$ cat config.mk
export PLATFORM = sky130hd
export DESIGN_NAME = pwtb_top
export DESIGN_NICKNAME = d
export VERILOG_FILES = /design/src/design/pwtb_pkg.sv /design/src/design/pwtb_top.sv
export VERILOG_INCLUDE_DIRS = /design/src /design/src/design
export SDC_FILE = /design/constraint.sdc
export NUM_CORES = 1
export LEC_CHECK = 0
export BUFFER_PORTS_ARGS = -buffer_cell sky130_fd_sc_hd__buf_2
export CAP_MARGIN = 20
export CORE_ASPECT_RATIO = 0.6
export CORE_MARGIN = 2
export CORE_UTILIZATION = 24
export CTS_BUF_LIST = sky130_fd_sc_hd__clkbuf_8 sky130_fd_sc_hd__clkbuf_16
export CTS_CLUSTER_SIZE = 20
export DETAILED_ROUTE_END_ITERATION = 7
export PLACE_DENSITY = 0.39
export REMOVE_ABC_BUFFERS = 1
export SLEW_MARGIN = 10
export SYNTH_ARGS = -nofsm -noshare
export SYNTH_HDL_FRONTEND = slang
export SYNTH_SLANG_ARGS = --single-unit
export TNS_END_PERCENT = 5
$ cat constraint.sdc
create_clock -name pclk -period 6.21 [get_ports pclk]
set_input_delay 0.3105 -clock pclk [delete_from_list [all_inputs] [get_ports pclk]]
set_output_delay 0.3105 -clock pclk [all_outputs]
set_load 0.02 [all_outputs]
$ cat src/design/pwtb_regs.svh
// Register map, field positions, reset values and counts of the PWM time-base unit
`ifndef PWTB_REGS_SVH
`define PWTB_REGS_SVH
`define PWTB_IDX_CTRL 4'h0
`define PWTB_IDX_STAT 4'h2
`define PWTB_IDX_FINE 4'h4
`define PWTB_IDX_PHASE 4'h6
`define PWTB_IDX_COUNT 4'h8
`define PWTB_IDX_PERIOD 4'hA
`define PWTB_CTRL_RESET 16'h0083
`define PWTB_STAT_RESET 16'h0001
`define PWTB_F_EMU_HI 15
`define PWTB_F_EMU_LO 14
`define PWTB_F_PSDIR 13
`define PWTB_F_LSP_HI 12
`define PWTB_F_LSP_LO 10
`define PWTB_F_HSP_HI 9
`define PWTB_F_HSP_LO 7
`define PWTB_F_SWSYNC 6
`define PWTB_F_SOSEL_HI 5
`define PWTB_F_SOSEL_LO 4
`define PWTB_F_PERIOD_LOAD_SELECT 3
`define PWTB_F_PHASE_LOAD_ENABLE 2
`define PWTB_F_MODE_HI 1
`define PWTB_F_MODE_LO 0
`define PWTB_S_MAX 2
`define PWTB_S_SYNC 1
`define PWTB_S_DIR 0
`define PWTB_MAX_COUNT 16'hFFFF
`endif

$ cat src/design/pwtb_pkg.sv
// Types of the PWM time-base unit
package pwtb_pkg;
	typedef enum logic [3:0] {
		PWTB_UP = 4'h1,
		PWTB_DOWN = 4'h2,
		PWTB_UPDOWN = 4'h4,
		PWTB_FREEZE = 4'h8
	} pwtb_mode_t;
	typedef enum logic [1:0] {
		PWTB_SO_SYNCIN = 2'h0,
		PWTB_SO_ZERO = 2'h1,
		PWTB_SO_COMPARE_B_VALUE = 2'h2,
		PWTB_SO_OFF = 2'h3
	} pwtb_sosel_t;
endpackage : pwtb_pkg

$ cat src/design/pwtb_top.sv
// PWM time-base unit: prescaler, 16-bit counter, sync, period shadow, APB registers
//
// Local design decision: the APB interface to the registers.
`timescale 1ns/1ps
`include "pwtb_regs.svh"
module pwtb_top import pwtb_pkg::*; #(
	parameter int CNT_W = 16,
	parameter bit HAS_FINE = 1'b0
) (
	// APB slave
	input wire logic pclk,
	input wire logic presetn,
	input wire logic psel,
	input wire logic penable,
	input wire logic pwrite,
	input wire logic [7:0] paddr,
	input wire logic [31:0] pwdata,
	output logic [31:0] prdata,
	output logic pready,
	output logic pslverr,
	// Sync chain and neighbours
	input wire logic sync_in,
	input wire logic emu_halt,
	input wire logic [15:0] compare_b_value,
	output logic sync_out,
	output logic ctr_zero_evt,
	output logic ctr_prd_evt,
	output logic [15:0] count_out
);

	////////////////////////////////////////////////////////////////////////
	// Elaboration check
	if (CNT_W != 16) begin : g_bad_width
		$error("pwtb_top supports only a 16-bit counter");
	end

	////////////////////////////////////////////////////////////////////////
	// State
	logic [15:0] ctrl_q;
	logic [15:0] phase_q;
	logic [15:0] fine_q;
	logic [15:0] cnt_q;
	logic [15:0] cnt_d;
	logic [15:0] prd_act_q;
	logic [15:0] prd_shd_q;
	logic dir_q;
	logic dir_d;
	logic max_q;
	logic sync_seen_q;
	logic [10:0] pre_q;
	logic halt_stop_q;
	logic sync_s1_q;
	logic sync_s2_q;
	logic sync_s3_q;
	logic pready_q;
	logic pslverr_q;
	logic [31:0] prdata_q;
	logic sync_out_q;
	logic zero_q;
	logic prd_q;

	////////////////////////////////////////////////////////////////////////
	// APB decode
	wire acc = psel & penable;
	wire wr = acc & pready_q & pwrite;
	wire [3:0] idx = paddr[5:2];
	wire aligned = (paddr[1:0] == 2'h0) && (paddr[7:6] == 2'h0);
	wire hit_ctrl = aligned && (idx == `PWTB_IDX_CTRL);
	wire hit_stat = aligned && (idx == `PWTB_IDX_STAT);
	wire hit_fine = aligned && (idx == `PWTB_IDX_FINE) && HAS_FINE;
	wire hit_phase = aligned && (idx == `PWTB_IDX_PHASE);
	wire hit_count = aligned && (idx == `PWTB_IDX_COUNT);
	wire hit_prd = aligned && (idx == `PWTB_IDX_PERIOD);
	wire mapped = hit_ctrl | hit_stat | hit_fine | hit_phase | hit_count | hit_prd;
	wire wr_ctrl = wr & hit_ctrl;
	wire wr_stat = wr & hit_stat;
	wire wr_cnt = wr & hit_count;
	wire wr_prd = wr & hit_prd;

	////////////////////////////////////////////////////////////////////////
	// Control fields
	wire [1:0] emu = ctrl_q[`PWTB_F_EMU_HI:`PWTB_F_EMU_LO];
	wire post_sync_direction = ctrl_q[`PWTB_F_PSDIR];
	wire [2:0] low_speed_prescale = ctrl_q[`PWTB_F_LSP_HI:`PWTB_F_LSP_LO];
	wire [2:0] high_speed_prescale = ctrl_q[`PWTB_F_HSP_HI:`PWTB_F_HSP_LO];
	wire [1:0] sync_out_source = ctrl_q[`PWTB_F_SOSEL_HI:`PWTB_F_SOSEL_LO];
	wire period_load_select = ctrl_q[`PWTB_F_PERIOD_LOAD_SELECT];
	wire phase_load_enable = ctrl_q[`PWTB_F_PHASE_LOAD_ENABLE];
	wire [1:0] count_mode = ctrl_q[`PWTB_F_MODE_HI:`PWTB_F_MODE_LO];
	pwtb_mode_t mode;
	always_comb begin
		case (count_mode)
			2'h0: mode = PWTB_UP;
			2'h1: mode = PWTB_DOWN;
			2'h2: mode = PWTB_UPDOWN;
			default: mode = PWTB_FREEZE;
		endcase
	end

	////////////////////////////////////////////////////////////////////////
	// Prescaler: divide = 2^low * (high ? 2*high : 1)
	wire [3:0] hs_div = (high_speed_prescale == 3'h0) ? 4'h1 : {high_speed_prescale, 1'b0};
	wire [10:0] div_w = 11'({7'h0, hs_div} << low_speed_prescale);
	wire tick = (pre_q >= div_w - 11'h1);
	always_ff @(posedge pclk or negedge presetn) begin
		if (!presetn) begin
			pre_q <= 11'h0;
		end else begin
			pre_q <= tick ? 11'h0 : pre_q + 11'h1;
		end
	end

	////////////////////////////////////////////////////////////////////////
	// Sync input: two-flop synchroniser, then edge detect on the second stage
	always_ff @(posedge pclk or negedge presetn) begin
		if (!presetn) begin
			sync_s1_q <= 1'b0;
			sync_s2_q <= 1'b0;
			sync_s3_q <= 1'b0;
		end else begin
			sync_s1_q <= sync_in;
			sync_s2_q <= sync_s1_q;
			sync_s3_q <= sync_s2_q;
		end
	end
	wire ext_sync = sync_s2_q & ~sync_s3_q;
	wire sw_sync = wr_ctrl & pwdata[`PWTB_F_SWSYNC];
	wire sw_sync_eff = sw_sync & (sync_out_source == PWTB_SO_SYNCIN);
	wire sync_evt = ext_sync | sw_sync_eff;
	wire sync_ld = sync_evt & phase_load_enable;

	////////////////////////////////////////////////////////////////////////
	// Debug halt: hold the counter once the chosen stop point is met
	wire at_prd = (cnt_q == prd_act_q);
	wire at_zero = (cnt_q == 16'h0);
	wire cycle_end = (mode == PWTB_UP) ? at_prd : at_zero;
	// Code 1 holds the count on the stop value itself, not one step past it
	wire halt_at_end = emu_halt & (emu == 2'h1) & cycle_end;
	wire run = ~halt_stop_q & ~halt_at_end & (mode != PWTB_FREEZE);
	wire step = tick & run;
	always_ff @(posedge pclk or negedge presetn) begin
		if (!presetn) begin
			halt_stop_q <= 1'b0;
		end else if (!emu_halt || emu[1]) begin
			halt_stop_q <= 1'b0;
		end else if (emu == 2'h0) begin
			halt_stop_q <= halt_stop_q | step;
		end else begin
			halt_stop_q <= halt_stop_q | cycle_end;
		end
	end

	////////////////////////////////////////////////////////////////////////
	// Counter next value: write beats sync load beats counting
	always_comb begin
		cnt_d = cnt_q;
		dir_d = dir_q;
		if (wr_cnt) begin
			cnt_d = pwdata[15:0];
		end else if (sync_ld) begin
			cnt_d = phase_q;
			if (mode == PWTB_UPDOWN) begin
				dir_d = post_sync_direction;
			end
		end else if (step) begin
			case (mode)
				PWTB_UP: begin
					dir_d = 1'b1;
					cnt_d = at_prd ? 16'h0 : cnt_q + 16'h1;
				end
				PWTB_DOWN: begin
					dir_d = 1'b0;
					cnt_d = at_zero ? prd_act_q : cnt_q - 16'h1;
				end
				PWTB_UPDOWN: begin
					if (dir_q && at_prd) begin
						dir_d = 1'b0;
						cnt_d = cnt_q - 16'h1;
					end else if (!dir_q && at_zero) begin
						dir_d = 1'b1;
						cnt_d = cnt_q + 16'h1;
					end else begin
						cnt_d = dir_q ? cnt_q + 16'h1 : cnt_q - 16'h1;
					end
				end
				default: begin
					cnt_d = cnt_q;
				end
			endcase
		end
	end
	wire cnt_moved = wr_cnt | sync_ld | step;

	// Counter, direction and event strobes
	always_ff @(posedge pclk or negedge presetn) begin
		if (!presetn) begin
			cnt_q <= 16'h0;
			dir_q <= 1'b1;
			zero_q <= 1'b0;
			prd_q <= 1'b0;
		end else begin
			cnt_q <= cnt_d;
			dir_q <= dir_d;
			zero_q <= cnt_moved && (cnt_d == 16'h0);
			prd_q <= cnt_moved && (cnt_d == prd_act_q);
		end
	end

	////////////////////////////////////////////////////////////////////////
	// Period: shadow or direct, shadow copied in while the count is zero
	wire shd_load = at_zero & ~period_load_select;
	always_ff @(posedge pclk or negedge presetn) begin
		if (!presetn) begin
			prd_act_q <= 16'h0;
			prd_shd_q <= 16'h0;
		end else begin
			if (wr_prd && !period_load_select) begin
				prd_shd_q <= pwdata[15:0];
			end
			if (wr_prd && period_load_select) begin
				prd_act_q <= pwdata[15:0];
			end else if (shd_load) begin
				prd_act_q <= prd_shd_q;
			end
		end
	end

	////////////////////////////////////////////////////////////////////////
	// Control, phase and fine registers; software sync bit is not stored
	always_ff @(posedge pclk or negedge presetn) begin
		if (!presetn) begin
			ctrl_q <= `PWTB_CTRL_RESET;
			phase_q <= 16'h0;
			fine_q <= 16'h0;
		end else begin
			if (wr_ctrl) begin
				ctrl_q <= pwdata[15:0] & ~(16'h1 << `PWTB_F_SWSYNC);
			end
			if (wr & hit_phase) begin
				phase_q <= pwdata[15:0];
			end
			if (wr & hit_fine) begin
				fine_q <= pwdata[15:0];
			end
		end
	end

	////////////////////////////////////////////////////////////////////////
	// Sticky status flags: a new event wins over a clear
	wire max_hit = (cnt_q == `PWTB_MAX_COUNT);
	always_ff @(posedge pclk or negedge presetn) begin
		if (!presetn) begin
			max_q <= 1'b0;
			sync_seen_q <= 1'b0;
		end else begin
			max_q <= max_hit | (max_q & ~(wr_stat & pwdata[`PWTB_S_MAX]));
			sync_seen_q <= ext_sync | (sync_seen_q & ~(wr_stat & pwdata[`PWTB_S_SYNC]));
		end
	end

	////////////////////////////////////////////////////////////////////////
	// Sync output select
	wire compare_b_value_hit = cnt_moved && (cnt_d == compare_b_value);
	wire sync_out_d = (sync_out_source == PWTB_SO_SYNCIN) ? sync_evt :
		(sync_out_source == PWTB_SO_ZERO) ? (cnt_moved && (cnt_d == 16'h0)) :
		(sync_out_source == PWTB_SO_COMPARE_B_VALUE) ? compare_b_value_hit : 1'b0;
	always_ff @(posedge pclk or negedge presetn) begin
		if (!presetn) begin
			sync_out_q <= 1'b0;
		end else begin
			sync_out_q <= sync_out_d;
		end
	end

	////////////////////////////////////////////////////////////////////////
	// Read mux and APB answer, one wait state
	wire [15:0] prd_view = period_load_select ? prd_act_q : prd_shd_q;
	wire [15:0] stat_view = {13'h0, max_q, sync_seen_q, dir_q};
	wire [15:0] rd_mux = hit_ctrl ? ctrl_q :
		hit_stat ? stat_view :
		hit_fine ? fine_q :
		hit_phase ? phase_q :
		hit_count ? cnt_q :
		hit_prd ? prd_view : 16'h0;
	always_ff @(posedge pclk or negedge presetn) begin
		if (!presetn) begin
			pready_q <= 1'b0;
			pslverr_q <= 1'b0;
			prdata_q <= 32'h0;
		end else begin
			pready_q <= acc & ~pready_q;
			pslverr_q <= acc & ~pready_q & ~mapped;
			prdata_q <= (acc & ~pready_q & ~pwrite) ? {16'h0, rd_mux} : 32'h0;
		end
	end

	////////////////////////////////////////////////////////////////////////
	// Outputs
	assign prdata = prdata_q;
	assign pready = pready_q;
	assign pslverr = pslverr_q;
	assign sync_out = sync_out_q;
	assign ctr_zero_evt = zero_q;
	assign ctr_prd_evt = prd_q;
	assign count_out = cnt_q;
endmodule : pwtb_top

Yosys cells after proc, flatten, opt, wreduce, memory -nomap -nowiden
Index checks and enable logic that the tools add are counted.
{ "totals": {"output_inout_bits": 53, "regBits": 118} }
{ "op_classes": {"magnitude_cmp": 1, "n_addsub": 4, "n_mux": 33, "n_shift": 1, "eq_ne": 19, "n_reduce_logical": 30, "bitwise": 46} }
{ "ops": {"columns": ["op", "count"], "rows": [
  ["16-bit two-way mux", 17],
  ["16-bit == test", 3],
  ["16-bit case mux with 3 select lines", 1],
  ["16-bit logical NOT", 2],
  ["1-bit bitwise AND", 25],
  ["16-bit by 1-bit adder with 16-bit output, second input constant", 1],
  ["16-bit == test, second input constant", 1],
  ["16-bit by 1-bit subtractor with 16-bit output, second input constant", 1],
  ["1-bit logical AND", 13],
  ["4-bit case mux with 3 select lines", 1],
  ["11-bit by 1-bit adder with 11-bit output, second input constant", 1],
  ["11-bit >= comparator", 1],
  ["1-bit two-way mux", 11],
  ["11-bit two-way mux", 1],
  ["1-bit OR", 11],
  ["4-bit by 3-bit << shifter with 11-bit output", 1],
  ["11-bit by 1-bit subtractor with 11-bit output, second input constant", 1],
  ["2-bit logical NOT", 5],
  ["1-bit NOT", 10],
  ["4-bit by 2-bit == test with 1-bit output, second input constant", 2],
  ["4-bit by 3-bit == test with 1-bit output, second input constant", 2],
  ["4-bit == test, second input constant", 2],
  ["2-bit by 1-bit == test with 1-bit output, second input constant", 3],
  ["5-bit AND reduction", 1],
  ["13 further kinds", 17]
]} }

Depth between registers and ports, before layout
Gate-level depths: netlist (run 1).
{ "depth": {"word_depth": 17, "mapped_depth": 23, "depth_no_buf": 20} }

Worst setup path after synthesis (run 1)
Ideal clock, no wire load.
{ "synth_path": {"path_type": "register to register", "startpoint": "register ctrl_q[9]", "endpoint": "register sync_out_q (netlist: sync_out)", "arrival_time_ps": 4692, "slack_ps": 1423, "t_required_ps": 6115, "setup_ps": 95, "path_stages_with_launch": 21, "path_cell_list": "dfrtp_1 -> or3_1 -> or4_1 -> ha_1 -> nand3_1 -> a221o_1 -> a221oi_1 -> xnor2_1 -> ha_1 -> o21a_1 -> o21ai_0 -> nor3b_1 -> or2_2 -> clkbuf_1 -> nor2_1 -> a211oi_1 -> a211oi_2 -> xor2_1 -> o221ai_1 -> or4_1 -> o31ai_1"} }
{ "synth_via": {"elab_chain_len": 14, "elab_cells_between_ends": 17} }
{ "synth_rtl": {"columns": ["item", "line_no", "rtl"], "rows": [
  ["from (decl)", "pwtb_top.sv:39", "logic [15:0] ctrl_q;"],
  ["from (signal assigned)", "pwtb_top.sv:232", "ctrl_q <= `PWTB_CTRL_RESET;"],
  ["from (signal assigned)", "pwtb_top.sv:237", "ctrl_q <= pwdata[15:0] & ~(16'h1 << `PWTB_F_SWSYNC);"],
  ["3-bit logical NOT", "pwtb_top.sv:102", "wire [3:0] hs_div = (high_speed_prescale == 3'h0) ? 4'h1 : {high_speed_prescale, 1'b0};"],
  ["4-bit two-way mux *", "pwtb_top.sv:102", null],
  ["4-bit by 3-bit << shifter with 11-bit output *", "pwtb_top.sv:103", "wire [10:0] div_w = 11'({7'h0, hs_div} << low_speed_prescale);"],
  ["11-bit by 1-bit subtractor with 11-bit output *", "pwtb_top.sv:104", "wire tick = (pre_q >= div_w - 11'h1);"],
  ["11-bit >= comparator *", "pwtb_top.sv:104", null],
  ["1-bit bitwise AND *", "pwtb_top.sv:140", "wire step = tick & run;"],
  ["16-bit two-way mux", "pwtb_top.sv:165", "end else if (step) begin"],
  ["16-bit two-way mux", "pwtb_top.sv:160", "end else if (sync_ld) begin"],
  ["16-bit two-way mux", "pwtb_top.sv:158", "if (wr_cnt) begin"],
  ["16-bit == test", "pwtb_top.sv:263", "wire compare_b_value_hit = cnt_moved && (cnt_d == compare_b_value);"],
  ["1-bit logical AND", "pwtb_top.sv:263", null],
  ["1-bit two-way mux", "pwtb_top.sv:266", "(sync_out_source == PWTB_SO_COMPARE_B_VALUE) ? compare_b_value_hit : 1'b0;"],
  ["1-bit two-way mux *", "pwtb_top.sv:265", "(sync_out_source == PWTB_SO_ZERO) ? (cnt_moved && (cnt_d == 16'h0)) :"],
  ["1-bit two-way mux *", "pwtb_top.sv:264", "wire sync_out_d = (sync_out_source == PWTB_SO_SYNCIN) ? sync_evt :"],
  ["net sync_out_d", "pwtb_top.sv:264", null],
  ["to (signal assigned)", "pwtb_top.sv:271", "sync_out_q <= sync_out_d;"],
  ["to (decl)", "pwtb_top.sv:58", "logic sync_out_q;"]
]} }
The timed path passes the listed nets; every way through them passes the cells marked *.
A chain may end at the register's enable or synchronous reset.

Worst setup path after layout (run 1)
{ "layout_path": {"startpoint": "register ctrl_q[8]", "endpoint": "register prd_q (netlist: ctr_prd_evt)"} }
{ "layout_via": {"elab_chain_len": 11, "elab_cells_between_ends": 12} }
{ "layout_rtl": {"columns": ["item", "line_no", "rtl"], "rows": [
  ["3-bit logical NOT", "pwtb_top.sv:102", null],
  ["4-bit two-way mux *", "pwtb_top.sv:102", null],
  ["4-bit by 3-bit << shifter with 11-bit output *", "pwtb_top.sv:103", null],
  ["11-bit by 1-bit subtractor with 11-bit output *", "pwtb_top.sv:104", null],
  ["11-bit >= comparator *", "pwtb_top.sv:104", null],
  ["1-bit bitwise AND *", "pwtb_top.sv:140", null],
  ["16-bit two-way mux", "pwtb_top.sv:165", null],
  ["16-bit two-way mux", "pwtb_top.sv:160", null],
  ["16-bit two-way mux", "pwtb_top.sv:158", null],
  ["16-bit == test", "pwtb_top.sv:205", "prd_q <= cnt_moved && (cnt_d == prd_act_q);"],
  ["1-bit logical AND *", "pwtb_top.sv:205", null],
  ["to (signal assigned)", "pwtb_top.sv:205", null],
  ["to (decl)", "pwtb_top.sv:60", "logic prd_q;"]
]} }
Mark *: on every way between the ends. The rest lies on a longest branch, timed or not.

==> metrics, run 1 <==
Period Utilization, post-route=~92%; mean cell area of the mapped netlist=~8.7 µm²; clock insertion delay at the later pin of the skew report=440 ps; internal power component=~1.7 mW; CTS tree=done; most heavily used metal layer in global routing=met1; start point of the worst hold path=pwdata[5]; Yosys reg bits=~120; share of Yosys cell area claimed by the top area cell type=32.8%; outcome=finished, final reports clean; Root Driver=sky130_fd_sc_hd__clkbuf_16; final-layout setup total negative slack=0 ps; die area=about 0.038 mm²; number of antenna violations at the first check in global routing=1; Die Wd=about 250 µm; sequential share of power=31.8%; Buffers on Ports=between 80 and 90; Fin. Hold Viols=0; max incr delay on CP=540 ps; Hold WC Path Type=primary input to register; max-cap violation count=0; Antenna Nets Post-Route=0; global-route wire length before repair=between 50000 and 60000 µm; actual slew at the worst max-slew pin=about 1100 ps; Final Non-Filler Cells=approximately 1600; maximum buffer depth of the clock tree=2; startpoint kind of the worst setup timing path=register; global-route usage over all layers=roughly 21%; H-tree Lvls=4; total overflow reported by the global router=0; Net Sw Power=roughly 1.1 mW; Max Slew Vio Count=0; GR Layer Usage met3=~6.7%; most common cell in the synthesized netlist=sky130_fd_sc_hd__dfrtp_1; data required time at the worst endpoint=6580 ps; highest attainable clock frequency=~170 MHz; Residual DRC=0; classification of the worst setup path=register to register; Net Sw Frac=39.4%; number of global-route vias before repair=just under 8000; cell taking the most area after synthesis=sky130_fd_sc_hd__dfrtp_1; number of buffers added for setup after CTS=0; layout filler cell count=around 3800; area used by sequential logic in the layout=about 0.0030 mm²; routed vias/inst=5.36; worst r2r dst=ctr_prd_evt; Inserted Clock Buffers=17; final antenna diode count=0; clock skew after layout=~12 ps; Setup Viol. Count Final=0; Detail Placement HPWL=28900 µm; share of power burned in the clock network=33.6%; total power per unit cell area=276 mW/mm²; area occupied by multi-input gates=0.00528 mm²; top area cells in the synthesized netlist=sky130_fd_sc_hd__dfrtp_1 33%, sky130_fd_sc_hd__mux2_2 7.5%, sky130_fd_sc_hd__xor2_1 5.6%; P&R area growth vs syn=18.5%; most instantiated flip-flop cell in the synthesis netlist=sky130_fd_sc_hd__dfrtp_1; clock-pin transition on the worst setup and hold timing paths=roughly 60 ps; cells on worst reg2reg path=20; Cell Area, Placed=0.00972 mm²; clock period minus final worst setup slack=~5700 ps; Worst Hold Slack=137 ps; Final Instance Area=between 0.01 and 0.015 mm²; DP Cell Count=about 1500; Pleak=around 4.4 nW; Setup WS pre-CTS=400 ps; largest net degree at the start of global routing=66; minimum setup slack among reg-to-reg paths=approximately 470 ps; Final WS setup=roughly 470 ps; DRC violation total after the first TritonRoute iteration=~890; EDFF count, synth=0; ys async rst share=100%; initial standard-cell utilization of the core=between 20% and 30%; count of different cell masters after synthesis=between 70 and 80; Core Footprint=~0.035 mm²; Cells on Worst Hold Path=3; startpoint of the worst-slack reg-to-reg timing path=ctrl_q[8]; largest vdd supply drop=between 0.00015 and 0.0002 V; slowest library cell on the worst path=sky130_fd_sc_hd__dfrtp_1; count of nets after finishing=approximately 1200; Post-synth top cells=114 x sky130_fd_sc_hd__dfrtp_1, 90 x sky130_fd_sc_hd__nand2_1, 70 x sky130_fd_sc_hd__nor2_1, 58 x sky130_fd_sc_hd__mux2_2, 57 x sky130_fd_sc_hd__o21ai_0; number of rows in the core area=53; Core Util, Final=29.1%; share of the yosys chip area belonging to registers=34.0%; relative contribution of combinational cells to total power=roughly 35%; met1 track demand over resource in global routing=between 30% and 40%; height of the die=around 150 µm; total length of routed wires=between 30000 and 40000 µm; unrepaired setup endpoints after global routing=false; GP Congestion=about 0.98; endpoint class of the critical path=register; cells after synthesis=996; number of warning messages in the yosys log=0; hold-critical path endpoint=prd_act_q[5]; worst slew slack as a fraction of its limit=about 25%; vias after detailed routing=approximately 8300; cell chain of the critical path=or3_1 > or4_1 > ha_1 > nand3_1 > a221o_1 > a221oi_1 > xnor2_1 > ha_1 > o21ai_0 > inv_1 > o211ai_1 > nor2_2 > a211oi_1 > a211oi_2 > buf_4 > xnor2_1 > nor4_1 > nand4_1 > nor4_1 > buf_4; clk sink count=118; Avg WL per Cell=25.0 µm; router iterations before antenna repair=5; Power, Total=between 2 and 3 mW; maximum fanout along the worst path=15; Synth Cell Area=between 0.008 and 0.009 mm²; met2 track demand over resource in global routing=between 20% and 30%; Ports=approximately 120; data arrival time at the worst-slack endpoint=between 6000 and 7000 ps; layout cell share with drive strength beyond 1=between 20% and 30%
## critical path: cells and delay by family (launching register included)
kind,cells,cell delay (ps)
buf+inv,3,500
xor+xnor,2,420
compound gates,6,1600
fa+ha+maj,2,530
flops,1,540
simple gates,7,2050
## how the worst max path moves through the flow
stage / from / end / slack (ps) / depth (start not counted)
after CTS: ctrl_q[8] / ctr_prd_evt / 380 / 19
after global routing: ctrl_q[7] / ctr_prd_evt / 220 / 21
after floorplan: ctrl_q[8] / sync_out / 1370 / 19
after global placement: ctrl_q[8] / ctr_prd_evt / 510 / 21
after detailed placement: ctrl_q[8] / ctr_prd_evt / 400 / 19
final: ctrl_q[8] / ctr_prd_evt / 470 / 20
## layout by cell type, fill, tap and decap left out, types with 14 or more instances in the layout
master	count
sky130_fd_sc_hd__nor3_1	25
sky130_fd_sc_hd__conb_1	16
sky130_fd_sc_hd__nor2_1	67
sky130_fd_sc_hd__clkbuf_16	17
sky130_fd_sc_hd__or3_1	15
sky130_fd_sc_hd__dfrtp_1	114
sky130_fd_sc_hd__buf_4	46
sky130_fd_sc_hd__nand2_1	90
sky130_fd_sc_hd__ha_1	16
sky130_fd_sc_hd__nor4_1	14
sky130_fd_sc_hd__xnor2_1	22
sky130_fd_sc_hd__o21ai_0	57
sky130_fd_sc_hd__nand3_1	22
sky130_fd_sc_hd__and3_1	15
sky130_fd_sc_hd__mux2_2	58
sky130_fd_sc_hd__buf_2	82
sky130_fd_sc_hd__a22oi_1	35
sky130_fd_sc_hd__inv_1	34
sky130_fd_sc_hd__xor2_1	56
sky130_fd_sc_hd__nand4_1	21
sky130_fd_sc_hd__mux2i_1	20
sky130_fd_sc_hd__a21oi_1	50
## timing repair
item,CTS,global route
gates resized for setup,0,1
hold endpoints to repair,51,0
setup endpoints to repair,0,1
hold buffers,2,0
## flip-flops by register name, indices dropped and copies added, names as in the netlist, 11 cells and up
signal	flops
count_out	16
ctrl_q	15
phase_q	16
prd_act_q	16
prd_shd_q	16
prdata	16
pre_q	11
## cell type report
| class | count | share of cell area (%) |
|---|---|---|
| clock buffer | 20 | 4.53 |
| clock inverter | 11 | 0.826 |
| inverter | 33 | 1.20 |
| multi-input combinational | 773 | 51.2 |
| sequential | 118 | 28.7 |
| tap | 467 | 5.68 |
| timing repair buffer | 132 | 7.79 |
## per-layer routing
layer  wire length (µm)  part of all wire, %
met4                360                 0.93
met2              14100                   36
met3               4000                   10
met1              20400                   53
met5                  0                    0
## power by group through the flow
stage	combinational [mW]	sequential, mW	clock [mW]
floorplan	0.444	0.964	0
global placement	0.960	0.909	0
detailed placement	0.951	0.909	0
CTS	0.959	0.894	0.971
global route	1.05	0.905	1.00
finish	0.981	0.902	0.954
## kinds of logic after synthesis
| family | count (synthesis) | share of synthesized area (%) |
|---|---|---|
| buffers and inverters | 120 | 6.39 |
| and+or+nand+nor | 320 | 18.4 |
| AOI/OAI and AO/OA | 263 | 20.8 |
| adders and majority gates | 16 | 2.30 |
| muxes | 79 | 9.95 |
| other | 1 | 0.0432 |
| DFF | 118 | 34.0 |
| xor gates and xnor gates | 79 | 8.05 |
Note: power is estimated with default switching activity, not from simulation.
==> inputs of run 2 (changes only) <==
--- a/config.mk
+++ b/config.mk
@@ -11,7 +11,7 @@
 export CORE_ASPECT_RATIO = 0.6
 export CORE_MARGIN = 2
 export CORE_UTILIZATION = 24
-export CTS_BUF_LIST = sky130_fd_sc_hd__clkbuf_8 sky130_fd_sc_hd__clkbuf_16
+export CTS_BUF_LIST = sky130_fd_sc_hd__clkbuf_2
 export CTS_CLUSTER_SIZE = 20
 export DETAILED_ROUTE_END_ITERATION = 7
 export PLACE_DENSITY = 0.39
==> run 2 against run 1 <==
Core utilization about the same. Sequential share of layout area up 0.094 points. Cell area about the same. First-iteration DRC count is 1.8% higher. Worst hold slack got worse by 100 ps. Sequential cell count did not move. Worst setup slack worse by 160 ps. Critical endpoint is now sync_out. Largest power group unchanged.
==> metrics, run 2 (synthesis results as in run 1) <==
number of rows in the core area=53 (unchanged); routed vias/inst=5.33 (was 5.36); Hold WC Path Type=primary input to async pin (was primary input to register); global-route wire length before repair=56800 µm (was 56400 µm); Avg WL per Cell=24.6 µm (was 25.0 µm); count of nets after finishing=1190 (was 1154); largest vdd supply drop=0.0000925 V (was 0.000173 V); H-tree Lvls=4 (unchanged); DRC violation total after the first TritonRoute iteration=904 (was 888); Max Slew Vio Count=0 (unchanged); Inserted Clock Buffers=17 (unchanged); Final WS setup=308 ps (was 467 ps); outcome=finished, final reports clean (unchanged); Detail Placement HPWL=28900 µm (unchanged); commonest cells after routing, fill and taps aside=111 x sky130_fd_sc_hd__dfrtp_1, 90 x sky130_fd_sc_hd__nand2_1, 82 x sky130_fd_sc_hd__buf_2, 67 x sky130_fd_sc_hd__nor2_1, 58 x sky130_fd_sc_hd__mux2_2 (was 114 x sky130_fd_sc_hd__dfrtp_1, 90 x sky130_fd_sc_hd__nand2_1, 82 x sky130_fd_sc_hd__buf_2, 67 x sky130_fd_sc_hd__nor2_1, 58 x sky130_fd_sc_hd__mux2_2); die area=0.0378 mm² (unchanged); largest net degree at the start of global routing=66 (unchanged); router iterations before antenna repair=5 (unchanged); Root Driver=sky130_fd_sc_hd__clkbuf_2 (was sky130_fd_sc_hd__clkbuf_16); maximum fanout along the worst path=8 (was 15); Ports=116 (unchanged); worst slew slack as a fraction of its limit=26.6% (was 24.7%); layout cell share with drive strength beyond 1=22.7% (was 22.6%); Worst Hold Slack=34.0 ps (was 137 ps); total length of routed wires=39100 µm (was 38800 µm); commonest non-fill, non-tap cell in the layout=sky130_fd_sc_hd__dfrtp_1 (unchanged); internal power component=1.30 mW (was 1.72 mW); global-route usage over all layers=20.8% (was 20.7%); highest attainable clock frequency=169 MHz (was 174 MHz); unrepaired setup endpoints after global routing=false (unchanged); vias after detailed routing=8472 (was 8329); total overflow reported by the global router=0 (unchanged); data arrival time at the worst-slack endpoint=6580 ps (was 6110 ps); Die Wd=250 µm (unchanged); data required time at the worst endpoint=6890 ps (was 6580 ps); Net Sw Power=1.06 mW (was 1.12 mW); GP Congestion=0.977 (unchanged); initial standard-cell utilization of the core=24.6% (unchanged); Period Utilization, post-route=95.0% (was 92.5%); max-cap violation count=0 (unchanged); Setup Viol. Count Final=0 (unchanged); P&R area growth vs syn=18.4% (was 18.5%); height of the die=151 µm (unchanged); relative contribution of combinational cells to total power=42.5% (was 34.6%); startpoint kind of the worst setup timing path=register (unchanged); Net Sw Frac=45.0% (was 39.4%); final antenna diode count=0 (unchanged); number of global-route vias before repair=8086 (was 7948); CTS tree=done (unchanged); classification of the worst setup path=register to register (unchanged); clock skew after layout=43.4 ps (was 11.9 ps); Buffers on Ports=83 (unchanged); Pleak=4.39 nW (was 4.40 nW); actual slew at the worst max-slew pin=1100 ps (was 1130 ps); Fin. Hold Viols=0 (unchanged); number of antenna violations at the first check in global routing=0 (was 1); maximum buffer depth of the clock tree=2 (unchanged); clock-pin transition on the worst setup and hold timing paths=200 ps (was 60 ps); Residual DRC=0 (unchanged); sequential share of power=37.9% (was 31.8%); clock period minus final worst setup slack=5900 ps (was 5740 ps); cells on worst reg2reg path=21 (was 20); Antenna Nets Post-Route=0 (unchanged); Setup WS pre-CTS=400 ps (unchanged); clock insertion delay at the later pin of the skew report=760 ps (was 440 ps); clk sink count=118 (unchanged); share of power burned in the clock network=19.6% (was 33.6%); final-layout setup total negative slack=0 ps (unchanged); total power per unit cell area=230 mW/mm² (was 276 mW/mm²); Core Footprint=0.0353 mm² (unchanged); endpoint class of the critical path=register (unchanged)
==> run 2: cell types whose count changed in the layout (fill, tap and decap cells not counted), moves of 2 or more <==
cell,before,now
sky130_fd_sc_hd__inv_1,34,32
sky130_fd_sc_hd__dfrtp_2,0,3
sky130_fd_sc_hd__buf_4,46,51
sky130_fd_sc_hd__clkinv_1,1,4
sky130_fd_sc_hd__clkbuf_8,3,0
sky130_fd_sc_hd__clkbuf_2,0,19
sky130_fd_sc_hd__clkbuf_16,17,0
sky130_fd_sc_hd__dlygate4sd3_1,2,33
sky130_fd_sc_hd__dfrtp_1,114,111
==> run 2: per-layer routing <==
layer	wire (µm)	part of all wire (%)	GRT usage [%]	vias up
met5	0	0	0	-
met4	337	0.86	3.34	0
met3	4160	11	6.67	19
met2	14400	37	26.3	385
met1	20200	52	33.1	4197
li1	-	-	-	3871
==> run 2: cell type report <==
| cell class | instances | area (µm²) |
|---|---|---|
| multi-input cells | 773 | 5280 |
| fillers | 3839 | 25100 |
| well taps | 467 | 584 |
| flip-flops and latches | 118 | 2970 |
| clock buffers | 19 | 95.1 |
| inverters | 33 | 124 |
| clock inverters | 12 | 88.8 |
| repair buffers | 168 | 1150 |
==> run 2: what timing repair did <==
item / CTS / global route
endpoints found under the hold margin: 127 / 0
hold buffers: 33 / 0
setup buffers: 0 / 5
endpoints found under the setup margin: 0 / 2
resized for setup: 0 / 8
==> run 2: power groups by stage <==
stage / Sequential, mW / Combinational, mW / Clock, mW
after global routing: 0.905 / 1.08 / 0.512
final: 0.897 / 1.01 / 0.465
after global placement: 0.909 / 0.960 / 0
after CTS: 0.894 / 0.980 / 0.481
after floorplan: 0.964 / 0.444 / 0
after detailed placement: 0.909 / 0.951 / 0
==> run 2: worst max-delay path, cell delays in order, from the launching register on <==
cell and delay (ps):
sky130_fd_sc_hd__dfrtp_2 530, sky130_fd_sc_hd__or3_1 400, sky130_fd_sc_hd__or4_1 480, sky130_fd_sc_hd__ha_1 240, sky130_fd_sc_hd__nand3_1 120, sky130_fd_sc_hd__a221o_1 180, sky130_fd_sc_hd__a221oi_1 70, sky130_fd_sc_hd__xnor2_1 290
sky130_fd_sc_hd__ha_2 270, sky130_fd_sc_hd__o21ai_0 140, sky130_fd_sc_hd__inv_1 130, sky130_fd_sc_hd__o211a_2 300, sky130_fd_sc_hd__nand2_1 110, sky130_fd_sc_hd__buf_4 190, sky130_fd_sc_hd__or4_1 520, sky130_fd_sc_hd__a31oi_1 210
sky130_fd_sc_hd__buf_4 180, sky130_fd_sc_hd__xnor2_1 70, sky130_fd_sc_hd__a2111oi_0 360, sky130_fd_sc_hd__nand4_1 180, sky130_fd_sc_hd__dlygate4sd3_1 630, sky130_fd_sc_hd__o31ai_1 210
==> run 2: worst paths after layout <==
check	start	to	slack, ps
min in group pclk	compare_b_value[11]	sync_out	50
worst max register to register	ctrl_q[9]	sync_out	310
worst min-delay path	presetn	prd_shd_q[3]	30
worst min register to register	sync_s1_q	sync_s2_q	360
max in group asynchronous	presetn	ctrl_q[9]	4820
worst max-delay path	ctrl_q[9]	sync_out	310
==> run 2: stage by stage <==
stage | utilization, % | total power [mW] | cells | cell area (µm²)
floorplan | - | 1.41 | 924 | 8310
global placement | 27.5 | 1.87 | 1520 | 9710
detailed placement | 27.5 | 1.86 | 1521 | 9720
CTS | 29.0 | 2.36 | 1585 | 10200
global route | 29.1 | 2.49 | 1590 | 10300
finish | 29.1 | 2.37 | 1590 | 10300
==> inputs of run 3 (changes only) <==
--- a/config.mk
+++ b/config.mk
@@ -10,11 +10,11 @@
 export CAP_MARGIN = 20
 export CORE_ASPECT_RATIO = 0.6
 export CORE_MARGIN = 2
-export CORE_UTILIZATION = 24
+export CORE_UTILIZATION = 61
 export CTS_BUF_LIST = sky130_fd_sc_hd__clkbuf_2
 export CTS_CLUSTER_SIZE = 20
 export DETAILED_ROUTE_END_ITERATION = 7
-export PLACE_DENSITY = 0.39
+export PLACE_DENSITY = 0.83
 export REMOVE_ABC_BUFFERS = 1
 export SLEW_MARGIN = 10
 export SYNTH_ARGS = -nofsm -noshare
==> run 3 against run 2 <==
Clock skew rose by 42 ps. Global-route usage grew 19 points. Maximum frequency is 0.32% higher. Clock power rose by 22%. Cell area shrank 5.7%. Combinational power is 25% lower. Critical path type unchanged. Largest cell class unchanged. Highest routed layer unchanged.
==> metrics, run 3 (synthesis results as in run 1) <==
Inserted Clock Buffers=17 (unchanged); outcome=finished, final reports clean (unchanged); clock skew after layout=85.7 ps (was 43.4 ps); Setup Viol. Count Final=0 (unchanged); Hold WC Path Type=primary input to register (was primary input to async pin); classification of the worst setup path=register to register (unchanged); maximum buffer depth of the clock tree=2 (unchanged); global-route wire length before repair=45400 µm (was 56800 µm); clock period minus final worst setup slack=5880 ps (was 5900 ps); vias after detailed routing=8809 (was 8472); total length of routed wires=30000 µm (was 39100 µm); clock insertion delay at the later pin of the skew report=750 ps (was 760 ps); clk sink count=118 (unchanged); worst r2r dst=sync_out (unchanged); Power, Total=2.31 mW (was 2.37 mW); Fin. Hold Viols=0 (unchanged); relative contribution of combinational cells to total power=32.6% (was 42.5%); global-route usage over all layers=40.2% (was 20.8%); height of the die=96.4 µm (was 151 µm); sequential share of power=42.8% (was 37.9%); final antenna diode count=0 (unchanged); Final Instance Area=0.00970 mm² (was 0.0103 mm²); number of rows in the core area=33 (was 53); count of nets after finishing=1152 (was 1190); router iterations before antenna repair=6 (was 5); layout filler cell count=1128 (was 3839); Cell Area, Placed=0.00914 mm² (was 0.00972 mm²); Core Footprint=0.0138 mm² (was 0.0353 mm²); Die Wd=158 µm (was 250 µm); number of antenna violations at the first check in global routing=0 (unchanged); maximum fanout along the worst path=14 (was 8); Antenna Nets Post-Route=0 (unchanged); Ports=116 (unchanged); share of power burned in the clock network=24.6% (was 19.6%); commonest non-fill, non-tap cell in the layout=sky130_fd_sc_hd__dfrtp_1 (unchanged); DRC violation total after the first TritonRoute iteration=1311 (was 904); initial standard-cell utilization of the core=63.0% (was 24.6%); minimum setup slack among reg-to-reg paths=330 ps (was 310 ps); Detail Placement HPWL=21100 µm (was 28900 µm); Period Utilization, post-route=94.7% (was 95.0%); Net Sw Power=0.974 mW (was 1.06 mW); die area=0.0152 mm² (was 0.0378 mm²); Final Non-Filler Cells=1278 (was 1590); data required time at the worst endpoint=6830 ps (was 6890 ps); Root Driver=sky130_fd_sc_hd__clkbuf_2 (unchanged); internal power component=1.33 mW (was 1.30 mW); Worst Hold Slack=49.8 ps (was 34.0 ps); Avg WL per Cell=23.4 µm (was 24.6 µm); total power per unit cell area=238 mW/mm² (was 230 mW/mm²); endpoint class of the critical path=register (unchanged); GP Congestion=1.01 (was 0.977); H-tree Lvls=4 (unchanged); number of buffers added for setup after CTS=0 (unchanged); total overflow reported by the global router=0 (unchanged); number of global-route vias before repair=8023 (was 8086); max-cap violation count=0 (unchanged); startpoint kind of the worst setup timing path=register (unchanged); hold-critical path endpoint=sync_out; data arrival time at the worst-slack endpoint=6500 ps (was 6580 ps); Buffers on Ports=83 (unchanged); worst slew slack as a fraction of its limit=22.7% (was 26.6%); Pleak=4.23 nW (was 4.39 nW); startpoint of the worst-slack reg-to-reg timing path=ctrl_q[9] (unchanged); CTS tree=done (unchanged); Max Slew Vio Count=0 (unchanged); commonest cells after routing, fill and taps aside=113 x sky130_fd_sc_hd__dfrtp_1, 90 x sky130_fd_sc_hd__nand2_1, 82 x sky130_fd_sc_hd__buf_2, 69 x sky130_fd_sc_hd__nor2_1, 58 x sky130_fd_sc_hd__mux2_2 (was 111 x sky130_fd_sc_hd__dfrtp_1, 90 x sky130_fd_sc_hd__nand2_1, 82 x sky130_fd_sc_hd__buf_2, 67 x sky130_fd_sc_hd__nor2_1, 58 x sky130_fd_sc_hd__mux2_2); Net Sw Frac=42.2% (was 45.0%); highest attainable clock frequency=170 MHz (was 169 MHz); Cells on Worst Hold Path=5; largest net degree at the start of global routing=80 (was 66); DP Cell Count=1218 (was 1521); unrepaired setup endpoints after global routing=false (unchanged); clock-pin transition on the worst setup and hold timing paths=200 ps (about the same); largest vdd supply drop=0.000143 V (was 0.0000925 V); actual slew at the worst max-slew pin=1160 ps (was 1100 ps); routed vias/inst=6.89 (was 5.33); layout cell share with drive strength beyond 1=20.3% (was 22.7%); cells on worst reg2reg path=19 (was 21); final-layout setup total negative slack=0 ps (unchanged); start point of the worst hold path=compare_b_value[3]; P&R area growth vs syn=11.6% (was 18.4%); Residual DRC=0 (unchanged)
-- run 3: cell types whose count changed in the layout (fill, tap and decap cells not counted), sizes merged --
cell,delta
dlygate4sd3,-5
bufinv,+2
clkinv,-3
buf,-33
clkinvlp,+1
inv,+2
clkbuf,-1
-- run 3: layer usage --
| layer | wire, µm | track usage, % | vias up |
|---|---|---|---|
| met5 | 0 | 0 | - |
| met4 | 820 | 12.7 | 0 |
| met3 | 4690 | 15.3 | 107 |
| met2 | 11900 | 55.3 | 701 |
| met1 | 12500 | 58.2 | 4196 |
| li1 | - | - | 3805 |
-- run 3: stage by stage --
step                      setup WS [ps]  util [%]
after CTS                           329      70.3
after global placement              892      66.3
final                               327      70.3
after detailed placement            798      66.3
after global routing               27.5      70.3
after floorplan                    1370         -
-- run 3: timing repair --
item	4_1_cts	5_1_grt
endpoints found under the setup margin	0	1
gates resized for setup	0	2
hold buffers	28	0
hold endpoints to repair	112	0
-- run 3: worst max-delay path, stage by stage, from the launching register on --
cell and delay (ps):
sky130_fd_sc_hd__dfrtp_1 570, sky130_fd_sc_hd__or3_1 440, sky130_fd_sc_hd__or4_1 510, sky130_fd_sc_hd__ha_1 260, sky130_fd_sc_hd__nand3_1 130, sky130_fd_sc_hd__a221o_1 200
sky130_fd_sc_hd__a221oi_1 90, sky130_fd_sc_hd__xnor2_1 190, sky130_fd_sc_hd__ha_1 300, sky130_fd_sc_hd__o21ai_0 180, sky130_fd_sc_hd__inv_1 150, sky130_fd_sc_hd__o211a_2 270
sky130_fd_sc_hd__nand2_1 190, sky130_fd_sc_hd__or4_1 570, sky130_fd_sc_hd__a31oi_2 320, sky130_fd_sc_hd__xnor2_1 160, sky130_fd_sc_hd__a2111oi_0 390, sky130_fd_sc_hd__nand4_1 120
sky130_fd_sc_hd__dlygate4sd3_1 580, sky130_fd_sc_hd__o31ai_1 200
-- run 3: cell type report --
cell class | count | area, µm² | area share (%)
clock inverters | 14 | 176 | 1.82
clock buffers | 18 | 90.1 | 0.929
repair buffers | 130 | 841 | 8.67
flip-flops and latches | 118 | 2960 | 30.5
well taps | 192 | 240 | 2.48
inverters | 33 | 124 | 1.28
multi-input cells | 773 | 5270 | 54.3
-- run 3: worst max-delay path by stage --
stage / startpoint / to / slack, ps / cells after the start
2_1_floorplan: ctrl_q[8] / sync_out / 1370 / 19
3_3_place_gp: ctrl_q[9] / sync_out / 890 / 19
3_5_place_dp: ctrl_q[9] / sync_out / 800 / 18
4_1_cts: ctrl_q[10] / sync_out / 330 / 20
5_1_grt: ctrl_q[7] / sync_out / 30 / 20
6_report: ctrl_q[9] / sync_out / 330 / 19
-- run 3: power groups by stage --
stage / clock network [mW] / registers (mW) / logic [mW]
2_1_floorplan: 0 / 0.964 / 0.444
3_3_place_gp: 0 / 0.985 / 0.694
3_5_place_dp: 0 / 0.987 / 0.704
4_1_cts: 0.568 / 0.974 / 0.721
5_1_grt: 0.600 / 0.988 / 0.804
6_report: 0.567 / 0.987 / 0.753
